[src/verilog/gps_params.svh]
`ifndef GPS_PARAMS_SVH
`define GPS_PARAMS_SVH

// Register byte offsets on the plain register port.
`define GPS_OFS_NEXT_PAGE 8'h00
`define GPS_OFS_LINK_STATE 8'h04
`define GPS_OFS_LOSS_COUNT 8'h08
`define GPS_OFS_STICKY 8'h0c
`define GPS_OFS_DEBUG 8'h10
`define GPS_OFS_LPI_CFG 8'h14
`define GPS_OFS_WAKE_COUNT 8'h18
`define GPS_OFS_LPI_STATUS 8'h1c
`define GPS_OFS_LINK_CFG 8'h20

// Field positions.
`define GPS_BIT_NP_LSB 16
`define GPS_BIT_SIG_DETECT 8
`define GPS_BIT_LINK_UP 4
`define GPS_BIT_SYNC 0
`define GPS_BIT_LINK_LOST 4
`define GPS_BIT_SYNC_LOST 0
`define GPS_BIT_CODE_LSB 12
`define GPS_BIT_CFG_RSVD 20
`define GPS_BIT_WAKE_LSB 4
`define GPS_BIT_TX_REQ 0
`define GPS_BIT_RX_FAIL 16
`define GPS_BIT_RX_SEEN 12
`define GPS_BIT_RX_QUIET 9
`define GPS_BIT_RX_IDLE 8
`define GPS_BIT_TX_SEEN 4
`define GPS_BIT_TX_QUIET 1
`define GPS_BIT_TX_IDLE 0
`define GPS_BIT_SGMII 0
`define GPS_BIT_SHORTENED_DOWNTIME_OPTION 4

// Reset values.
`define GPS_RST_CFG_RSVD 1'b1
`define GPS_RST_WAKE_LIMIT 2'h3
`define GPS_RST_SGMII 1'b1

// Timing: clock period and printed loss and wake times.
`define GPS_CLK_PS 20000
`define GPS_LOSS_NORM_PS 10000000000
`define GPS_LOSS_SGMII_PS 1600000000
`define GPS_LOSS_SHORT_PS 9770000
`define GPS_LOSS_SHORT_SG_PS 1560000
`define GPS_WAKE0_PS 10000000
`define GPS_WAKE1_PS 13000000
`define GPS_WAKE2_PS 17000000
`define GPS_WAKE3_PS 20000000
// Least times round up, longest times round down.
`define GPS_UP(t) (((t) + `GPS_CLK_PS - 1) / `GPS_CLK_PS)
`define GPS_DN(t) ((t) / `GPS_CLK_PS)
`define GPS_LOSS_NORM_CYC `GPS_UP(64'd10000000000)
`define GPS_LOSS_SGMII_CYC `GPS_UP(64'd1600000000)
`define GPS_LOSS_SHORT_CYC `GPS_UP(`GPS_LOSS_SHORT_PS)
`define GPS_LOSS_SHORT_SG_CYC `GPS_UP(`GPS_LOSS_SHORT_SG_PS)
`define GPS_WAKE0_CYC `GPS_DN(`GPS_WAKE0_PS)
`define GPS_WAKE1_CYC `GPS_DN(`GPS_WAKE1_PS)
`define GPS_WAKE2_CYC `GPS_DN(`GPS_WAKE2_PS)
`define GPS_WAKE3_CYC `GPS_DN(`GPS_WAKE3_PS)

`endif

[src/verilog/gps_pkg.sv]
package gps_pkg;
    typedef logic [7:0] gps_addr_t;
    typedef logic [31:0] gps_word_t;
    typedef logic [19:0] gps_loss_t;
    // Receive wake-up supervision states.
    typedef enum logic [1:0] {GPS_WAKE_IDLE, GPS_WAKE_WAIT, GPS_WAKE_FAIL} gps_wake_e;
endpackage

[src/verilog/gps_regs.sv]
`timescale 1ns/10ps
`include "gps_params.svh"

module gps_regs #(
    parameter int LOSS_NORM_CYC = int'(`GPS_LOSS_NORM_CYC),
    parameter int LOSS_SGMII_CYC = int'(`GPS_LOSS_SGMII_CYC)
) (
    input wire logic ref_clk,
    input wire logic reset,
    input wire logic clk_en,
    input wire gps_pkg::gps_addr_t reg_addr,
    input wire gps_pkg::gps_word_t reg_wdata,
    input wire logic reg_wr,
    input wire logic reg_rd,
    output gps_pkg::gps_word_t reg_rdata,
    input wire logic [15:0] partner_next_page_word,
    input wire logic signal_detect_pin,
    input wire logic code_sync,
    input wire logic an_link_ok,
    input wire logic [1:0] transmit_code_mode,
    input wire logic rx_quiet,
    input wire logic rx_idle,
    input wire logic rx_waking,
    input wire logic tx_quiet,
    input wire logic tx_idle,
    output logic link_fail,
    output logic transmit_idle_request,
    output logic sgmii_variant_select
);
    import gps_pkg::*;

    localparam gps_loss_t SHORT_CYC = gps_loss_t'(`GPS_LOSS_SHORT_CYC);
    localparam gps_loss_t SHORT_SG_CYC = gps_loss_t'(`GPS_LOSS_SHORT_SG_CYC);
    localparam logic [9:0] WAKE0 = 10'(`GPS_WAKE0_CYC);
    localparam logic [9:0] WAKE1 = 10'(`GPS_WAKE1_CYC);
    localparam logic [9:0] WAKE2 = 10'(`GPS_WAKE2_CYC);
    localparam logic [9:0] WAKE3 = 10'(`GPS_WAKE3_CYC);

    logic sd_meta_r;
    logic sd_sync_r;
    logic [15:0] next_page_r;
    logic sig_detect_r;
    logic link_up_r;
    logic link_up_d_r;
    logic sync_r;
    logic [1:0] code_mode_r;
    logic [7:0] link_loss_counter_r;
    logic link_lost_flag_r;
    logic sync_lost_flag_r;
    logic cfg_rsvd_r;
    logic [1:0] receive_wake_limit_r;
    logic shortened_downtime_option_r;
    logic [15:0] wake_fault_counter_r;
    logic receive_wake_failed_r;
    logic receive_idle_seen_r;
    logic transmit_idle_seen_r;
    logic rx_quiet_r;
    logic rx_idle_r;
    logic tx_quiet_r;
    logic tx_idle_r;
    gps_loss_t loss_cnt_r;
    gps_loss_t loss_limit;
    logic [9:0] wake_cnt_r;
    logic [9:0] wake_limit;
    gps_wake_e wake_state_r;
    logic wake_fault;
    logic link_drop;
    gps_word_t rd_nxt;
    logic wr_sticky;
    logic wr_lpi_status;

    // The signal detect pin is asynchronous and passes two flip-flops first.
    always_ff @(posedge ref_clk)
    begin
        if (reset)
        begin
            sd_meta_r <= 1'b0;
            sd_sync_r <= 1'b0;
        end
        else if (clk_en)
        begin
            sd_meta_r <= signal_detect_pin;
            sd_sync_r <= sd_meta_r;
        end
    end

    // Status snapshots from the coding logic.
    always_ff @(posedge ref_clk)
    begin
        if (reset)
        begin
            next_page_r <= 16'h0000;
            sig_detect_r <= 1'b0;
            link_up_r <= 1'b0;
            link_up_d_r <= 1'b0;
            sync_r <= 1'b0;
            code_mode_r <= 2'h0;
            rx_quiet_r <= 1'b0;
            rx_idle_r <= 1'b0;
            tx_quiet_r <= 1'b0;
            tx_idle_r <= 1'b0;
        end
        else if (clk_en)
        begin
            next_page_r <= partner_next_page_word;
            sig_detect_r <= sd_sync_r;
            link_up_r <= an_link_ok;
            link_up_d_r <= link_up_r;
            sync_r <= code_sync;
            code_mode_r <= transmit_code_mode;
            rx_quiet_r <= rx_quiet;
            rx_idle_r <= rx_idle;
            tx_quiet_r <= tx_quiet;
            tx_idle_r <= tx_idle;
        end
    end

    // Write decodes for the clear-on-one registers.
    assign wr_sticky = reg_wr && (reg_addr == `GPS_OFS_STICKY);
    assign wr_lpi_status = reg_wr && (reg_addr == `GPS_OFS_LPI_STATUS);
    assign link_drop = link_up_d_r && !link_up_r;

    // Configuration written by software.
    always_ff @(posedge ref_clk)
    begin
        if (reset)
        begin
            cfg_rsvd_r <= `GPS_RST_CFG_RSVD;
            receive_wake_limit_r <= `GPS_RST_WAKE_LIMIT;
            transmit_idle_request <= 1'b0;
            sgmii_variant_select <= `GPS_RST_SGMII;
            shortened_downtime_option_r <= 1'b0;
        end
        else if (clk_en && reg_wr)
        begin
            if (reg_addr == `GPS_OFS_LPI_CFG)
            begin
                cfg_rsvd_r <= reg_wdata[`GPS_BIT_CFG_RSVD];
                receive_wake_limit_r <= reg_wdata[`GPS_BIT_WAKE_LSB +: 2];
                transmit_idle_request <= reg_wdata[`GPS_BIT_TX_REQ];
            end
            if (reg_addr == `GPS_OFS_LINK_CFG)
            begin
                sgmii_variant_select <= reg_wdata[`GPS_BIT_SGMII];
                shortened_downtime_option_r <= reg_wdata[`GPS_BIT_SHORTENED_DOWNTIME_OPTION];
            end
        end
    end

    // Loss limit picked by variant and shortened option.
    always_comb
    begin
        if (shortened_downtime_option_r)
            loss_limit = sgmii_variant_select ? SHORT_SG_CYC : SHORT_CYC;
        else if (sgmii_variant_select)
            loss_limit = gps_loss_t'(LOSS_SGMII_CYC);
        else
            loss_limit = gps_loss_t'(LOSS_NORM_CYC);
    end

    // Loss timer runs while detect or sync is missing and declares link down.
    always_ff @(posedge ref_clk)
    begin
        if (reset)
        begin
            loss_cnt_r <= '0;
            link_fail <= 1'b0;
        end
        else if (clk_en)
        begin
            if (sig_detect_r && sync_r)
            begin
                loss_cnt_r <= '0;
                link_fail <= 1'b0;
            end
            else if (loss_cnt_r < loss_limit)
                loss_cnt_r <= loss_cnt_r + 20'h00001;
            else
                link_fail <= 1'b1;
        end
    end

    // Link drop counter wraps; a write loads it, a drop in that cycle still counts.
    always_ff @(posedge ref_clk)
    begin
        if (reset)
            link_loss_counter_r <= 8'h00;
        else if (clk_en)
        begin
            if (reg_wr && (reg_addr == `GPS_OFS_LOSS_COUNT))
                link_loss_counter_r <= reg_wdata[7:0] + {7'h00, link_drop};
            else if (link_drop)
                link_loss_counter_r <= link_loss_counter_r + 8'h01;
        end
    end

    // Sticky flags; a new event beats a clear in the same cycle.
    always_ff @(posedge ref_clk)
    begin
        if (reset)
        begin
            link_lost_flag_r <= 1'b0;
            sync_lost_flag_r <= 1'b0;
            transmit_idle_seen_r <= 1'b0;
            receive_idle_seen_r <= 1'b0;
        end
        else if (clk_en)
        begin
            if (!link_up_r)
                link_lost_flag_r <= 1'b1;
            else if (wr_sticky && reg_wdata[`GPS_BIT_LINK_LOST])
                link_lost_flag_r <= 1'b0;
            if (!sync_r)
                sync_lost_flag_r <= 1'b1;
            else if (wr_sticky && reg_wdata[`GPS_BIT_SYNC_LOST])
                sync_lost_flag_r <= 1'b0;
            if (tx_idle_r)
                transmit_idle_seen_r <= 1'b1;
            else if (wr_lpi_status && reg_wdata[`GPS_BIT_TX_SEEN])
                transmit_idle_seen_r <= 1'b0;
            if (rx_idle_r)
                receive_idle_seen_r <= 1'b1;
            else if (wr_lpi_status && reg_wdata[`GPS_BIT_RX_SEEN])
                receive_idle_seen_r <= 1'b0;
        end
    end

    // Selected maximum wake-up time.
    always_comb
    begin
        case (receive_wake_limit_r)
            2'h0: wake_limit = WAKE0;
            2'h1: wake_limit = WAKE1;
            2'h2: wake_limit = WAKE2;
            default: wake_limit = WAKE3;
        endcase
    end

    // Wake supervision: a wake-up that outlasts the limit is a fault.
    assign wake_fault = (wake_state_r == GPS_WAKE_WAIT) && rx_waking && (wake_cnt_r >= wake_limit);

    always_ff @(posedge ref_clk)
    begin
        if (reset)
        begin
            wake_state_r <= GPS_WAKE_IDLE;
            wake_cnt_r <= 10'h000;
            receive_wake_failed_r <= 1'b0;
        end
        else if (clk_en)
        begin
            case (wake_state_r)
                GPS_WAKE_IDLE:
                begin
                    wake_cnt_r <= 10'h000;
                    if (rx_waking)
                    begin
                        wake_state_r <= GPS_WAKE_WAIT;
                        receive_wake_failed_r <= 1'b0;
                    end
                end
                GPS_WAKE_WAIT:
                begin
                    wake_cnt_r <= wake_cnt_r + 10'h001;
                    if (!rx_waking)
                        wake_state_r <= GPS_WAKE_IDLE;
                    else if (wake_fault)
                    begin
                        wake_state_r <= GPS_WAKE_FAIL;
                        receive_wake_failed_r <= 1'b1;
                    end
                end
                GPS_WAKE_FAIL:
                begin
                    if (!rx_waking)
                        wake_state_r <= GPS_WAKE_IDLE;
                end
                default: wake_state_r <= GPS_WAKE_IDLE;
            endcase
        end
    end

    // Wake fault counter saturates; a write loads it, a fault then still counts.
    always_ff @(posedge ref_clk)
    begin
        if (reset)
            wake_fault_counter_r <= 16'h0000;
        else if (clk_en)
        begin
            if (reg_wr && (reg_addr == `GPS_OFS_WAKE_COUNT))
            begin
                if (wake_fault && (reg_wdata[15:0] != 16'hffff))
                    wake_fault_counter_r <= reg_wdata[15:0] + 16'h0001;
                else
                    wake_fault_counter_r <= reg_wdata[15:0];
            end
            else if (wake_fault && (wake_fault_counter_r != 16'hffff))
                wake_fault_counter_r <= wake_fault_counter_r + 16'h0001;
        end
    end

    // Read multiplexer; unmapped addresses read zero.
    always_comb
    begin
        rd_nxt = '0;
        case (reg_addr)
            `GPS_OFS_NEXT_PAGE: rd_nxt[`GPS_BIT_NP_LSB +: 16] = next_page_r;
            `GPS_OFS_LINK_STATE:
            begin
                rd_nxt[`GPS_BIT_SIG_DETECT] = sig_detect_r;
                rd_nxt[`GPS_BIT_LINK_UP] = link_up_r;
                rd_nxt[`GPS_BIT_SYNC] = sync_r;
            end
            `GPS_OFS_LOSS_COUNT: rd_nxt[7:0] = link_loss_counter_r;
            `GPS_OFS_STICKY:
            begin
                rd_nxt[`GPS_BIT_LINK_LOST] = link_lost_flag_r;
                rd_nxt[`GPS_BIT_SYNC_LOST] = sync_lost_flag_r;
            end
            `GPS_OFS_DEBUG: rd_nxt[`GPS_BIT_CODE_LSB +: 2] = code_mode_r;
            `GPS_OFS_LPI_CFG:
            begin
                rd_nxt[`GPS_BIT_CFG_RSVD] = cfg_rsvd_r;
                rd_nxt[`GPS_BIT_WAKE_LSB +: 2] = receive_wake_limit_r;
                rd_nxt[`GPS_BIT_TX_REQ] = transmit_idle_request;
            end
            `GPS_OFS_WAKE_COUNT: rd_nxt[15:0] = wake_fault_counter_r;
            `GPS_OFS_LPI_STATUS:
            begin
                rd_nxt[`GPS_BIT_RX_FAIL] = receive_wake_failed_r;
                rd_nxt[`GPS_BIT_RX_SEEN] = receive_idle_seen_r;
                rd_nxt[`GPS_BIT_RX_QUIET] = rx_quiet_r;
                rd_nxt[`GPS_BIT_RX_IDLE] = rx_idle_r;
                rd_nxt[`GPS_BIT_TX_SEEN] = transmit_idle_seen_r;
                rd_nxt[`GPS_BIT_TX_QUIET] = tx_quiet_r;
                rd_nxt[`GPS_BIT_TX_IDLE] = tx_idle_r;
            end
            `GPS_OFS_LINK_CFG:
            begin
                rd_nxt[`GPS_BIT_SGMII] = sgmii_variant_select;
                rd_nxt[`GPS_BIT_SHORTENED_DOWNTIME_OPTION] = shortened_downtime_option_r;
            end
            default: rd_nxt = '0;
        endcase
    end

    // Read data stand for the one cycle after the strobe, zero otherwise.
    always_ff @(posedge ref_clk)
    begin
        if (reset)
            reg_rdata <= '0;
        else if (clk_en)
            reg_rdata <= reg_rd ? rd_nxt : '0;
    end
endmodule // gps_regs

[config.mk]
export PLATFORM = sky130hd
export DESIGN_NAME = gps_regs
export DESIGN_NICKNAME = d
export VERILOG_FILES = /design/src/verilog/gps_pkg.sv /design/src/verilog/gps_regs.sv
export VERILOG_INCLUDE_DIRS = /design/src /design/src/verilog
export SDC_FILE = /design/constraint.sdc
export NUM_CORES = 1
export LEC_CHECK = 0
export BUFFER_PORTS_ARGS = -buffer_cell sky130_fd_sc_hd__buf_4
export CAP_MARGIN = 10
export CORE_AREA = 2 2 135 137
export CTS_CLUSTER_SIZE = 25
export DETAILED_ROUTE_END_ITERATION = 6
export DIE_AREA = 0 0 137 139
export GPL_ROUTABILITY_DRIVEN = 0
export HOLD_SLACK_MARGIN = 0.08
export PLACE_DENSITY = 0.7
export SLEW_MARGIN = 20
export SYNTH_ARGS = -nofsm -noshare
export SYNTH_HDL_FRONTEND = slang
export SYNTH_SLANG_ARGS = --single-unit
export TNS_END_PERCENT = 100
[constraint.sdc]
create_clock -name ref_clk -period 4 [get_ports ref_clk]
set_clock_uncertainty 0.1 [all_clocks]
set_input_delay 0.2 -clock ref_clk [delete_from_list [all_inputs] [get_ports ref_clk]]
set_output_delay 0.2 -clock ref_clk [all_outputs]
set_load 0.01 [all_outputs]
==> results.py <==
metrics = {
    "yosys": {
        "synthAdderAreaFrac_pct": 6.874,
        "synth_compound_area_share_pct": 16.64,
        "synthCells": 841,
        "syn_area_sq_um": 6917,
        "post_synth_mux_area_share_pct": 5.391,
        "seq_area_frac_synth_pct": 37.05,
        "synth_top_cells_by_area": "dfxtp_1 37%, nor2_1 7.9%, ha_1 6.9%, mux2i_1 5.1%, a21oi_1 3.7%",
        "synth_top_area_share_pct": 37.05,
        "async_reset_ff_share_pct": 0,
        "synth_nets": 950,
        "synth_cell_type_count": 65,
        "ys_ff_latch": 128,
        "synth_top_family_by_area": "simple AND/OR/NAND/NOR gates",
        "synth_simple_gate_area_share_pct": 25.02,
        "synth_area_per_cell_sq_um": 8.224,
        "ys.flop_type": "dfxtp_1",
        "synth_top_area_cell": "dfxtp_1",
        "ys_warn_count": 0,
        "synth_edf_count": 0,
        "synthXorXnorAreaFrac_pct": 5.192,
    },
    "floorplanning": {
        "die_w_um": 137,
        "start_util_pct": 39.17,
        "core-area_sq_um": 17660,
        "dieArea_sq_um": 19040,
        "die_h_um": 139,
        "row_count": 49,
        "pin_count": 106,
    },
    "drt": {
        "drt_iter0_drc": 449,
        "vias": 6520,
        "antenna_left": 0,
        "finalWirelength_mm": 18.73,
        "detail_route.drc_violations": 0,
        "dr.pass1.iters": 5,
        "wl_per_cell_um": 15.65,
        "vias_per_cell": 5.447,
    },
    "global_route": {
        "overflow": 0,
        "grt_use_met3_pct": 3.984,
        "track_usage_pct": 20.54,
        "grt-busiest-layer": "met2",
        "met2_usage_pct": 32.42,
        "grt_pass1_wl_mm": 31.26,
        "grt_pass1_vias": 6197,
        "grt.met1_usage_pct": 27.59,
        "antenna_found_initial": 0,
        "grt_max_degree": 74,
    },
    "sta": {
        "setup_viol": 0,
        "finalSetupTns_ns": 0,
        "min_period_ns": 3.312,
        "hold_violations": 0,
        "post-route-period-util_pct": 82.80,
        "layout_setup_ws_ns": 0.6879,
        "fmax_mhz": 301.9,
        "max_slew_margin_pct": 31.68,
        "rsz0062_at_grt": "false",
        "finalMaxSlewViolations": 0,
        "worstMarginPinSlew_ns": 1.023,
    },
    "layout": {
        "num_antenna_cells": 0,
        "regArea_sq_um": 2562,
        "final_layout_size_suffix_gt1_share_pct": 14.88,
        "final_core_util_pct": 49.55,
        "syn2layout_area_growth_pct": 26.48,
        "fin_nets": 1064,
        "multi_input_area_sq_um": 4104,
        "fill_cells": 1721,
        "mostFrequentLayoutCells": "145 x nor2_1, 128 x dfxtp_1, 99 x buf_4",
        "layout_commonest_cell": "nor2_1",
        "final_cell_area_sq_um": 8748,
    },
    "setup_path": {
        "critPathArrivalTime_ns": 3.53,
        "crit_path_max_fanout": 8,
        "startpoint_type": "flop",
        "end_kind": "flop",
        "worstPathRequired_ns": 4.22,
        "crit_type": "reg2reg",
    },
    "power_and_ir_drop": {
        "ir_worst_vdd_mv": 0.2727,
        "power.leakage_nw": 3.558,
        "powerDensity_nw_per_um2": 350.0,
    },
    "job": {
        "cap_violations": 0,
    },
    "clock_tree": {
        "cts.reportedPaths.clkPinSlew_ns": 0.06,
        "cts_buffer_depth": 2,
        "cts_setup_buffers": 0,
        "cts_tree": "built",
        "htree_levels": 4,
        "numCtsBuffers": 17,
        "cts-root-buf": "clkbuf_16",
        "clkLatencyLatePin_ns": 0.42,
        "clock_sinks": 128,
        "ctsHoldBuffers": 39,
        "cts_resized": 0,
    },
    "placed_design": {
        "hpwl_mm": 13.29,
        "pre_cts_ws_ns": 0.6854,
        "placed_area_sq_um": 7779,
        "port_buffers": 90,
    },
    "status": {
        "status": "finished, final reports clean",
    },
    "hold_path": {
        "hp-class": "in2reg",
    },
}
-- critical path, cell delays in order (launching register included) --
cell	delay, ns
dfxtp_1	0.47
inv_1	0.15
ha_1	0.21
inv_1	0.10
ha_1	0.25
a21o_1	0.19
a211oi_1	0.29
o21ai_1	0.20
or3_1	0.55
nor3_1	0.34
a211oi_1	0.13
a31o_2	0.24
-- power breakdown --
part / internal (mW) / total (mW) / switching, mW / leakage (nW)
registers: 1.30 / 1.31 / 0.0163 / 1.04
logic: 0.108 / 0.227 / 0.119 / 2.23
clock network: 0.899 / 1.52 / 0.622 / 0.286
total: 2.31 / 3.06 / 0.756 / 3.56
-- cells by family after synthesis --
group	Yosys count
xor+xnor	41
flops	128
simple gates	356
buf+inv	65
mux	37
fa+ha+maj	38
compound gates	176
-- final cells by class --
class                           instances  share of cell area, %
Multi-Input combinational cell        648                  46.91
Clock buffer                           19                  5.177
Timing Repair Buffer                  138                  12.96
Clock inverter                         13                  1.445
Sequential cell                       128                  29.29
Inverter                               22                 0.9439
Tap cell                              229                  3.275
-- registers in the layout, summed over array words and instances (netlist names), 2 cells and up --
name                  cells
code_mode_r               2
link_loss_counter_r       8
loss_cnt_r               20
next_page_r              16
receive_wake_limit_r      2
reg_rdata                32
wake_cnt_r               10
wake_fault_counter_r     16
wake_state_r              2
-- cell usage after synthesis, types with 6 or more instances --
cell / count
nand2b_1: 9
nor4b_1: 6
nor4_1: 7
xnor2_1: 23
nor3_1: 21
and2_1: 7
ha_1: 38
a211oi_1: 6
nand3_1: 36
inv_1: 22
a21oi_1: 51
a31oi_1: 8
clkbuf_1: 37
mux2i_1: 35
xor2_1: 18
nor2_1: 145
nand2_1: 60
dfxtp_1: 128
a22oi_1: 24
or3_1: 6
and3_1: 19
o21ai_0: 37
nand4_1: 17
-- metal layers --
| layer | wire (um) | part of all wire (%) |
|---|---|---|
| met5 | 0 | 0 |
| met4 | 396 | 2.1 |
| met3 | 709 | 3.8 |
| met2 | 8662 | 46 |
| met1 | 8966 | 48 |
-- worst paths after layout --
path | slack (ns) | from | endpoint | cells past startpoint
hold reg to reg | 0.36 | next_page_r[0]$_SDFFE_PP0P_ | reg_rdata[16]$_SDFFE_PP0P_ | 2
hold / removal | 0.1 | reg_wdata[7] | wake_fault_counter_r[7]$_SDFFE_PP0P_ | 4
setup reg to reg | 0.69 | shortened_downtime_option_r$_SDFFE_PP0P_ | loss_cnt_r[15]$_SDFFE_PP0P_ | 11
setup / recovery | 0.69 | shortened_downtime_option_r$_SDFFE_PP0P_ | loss_cnt_r[15]$_SDFFE_PP0P_ | 11
-- stage by stage --
step	hold slack (ns)	total power, mW	instances
after global placement	0.3211	1.533	1126
after CTS	0.08534	3.083	1197
after global routing	0.1107	3.168	1197
after floorplan	0.1956	1.449	841
final	0.09935	3.062	1197
after detailed placement	0.3246	1.536	1126
(Power assumes the default switching activity.)
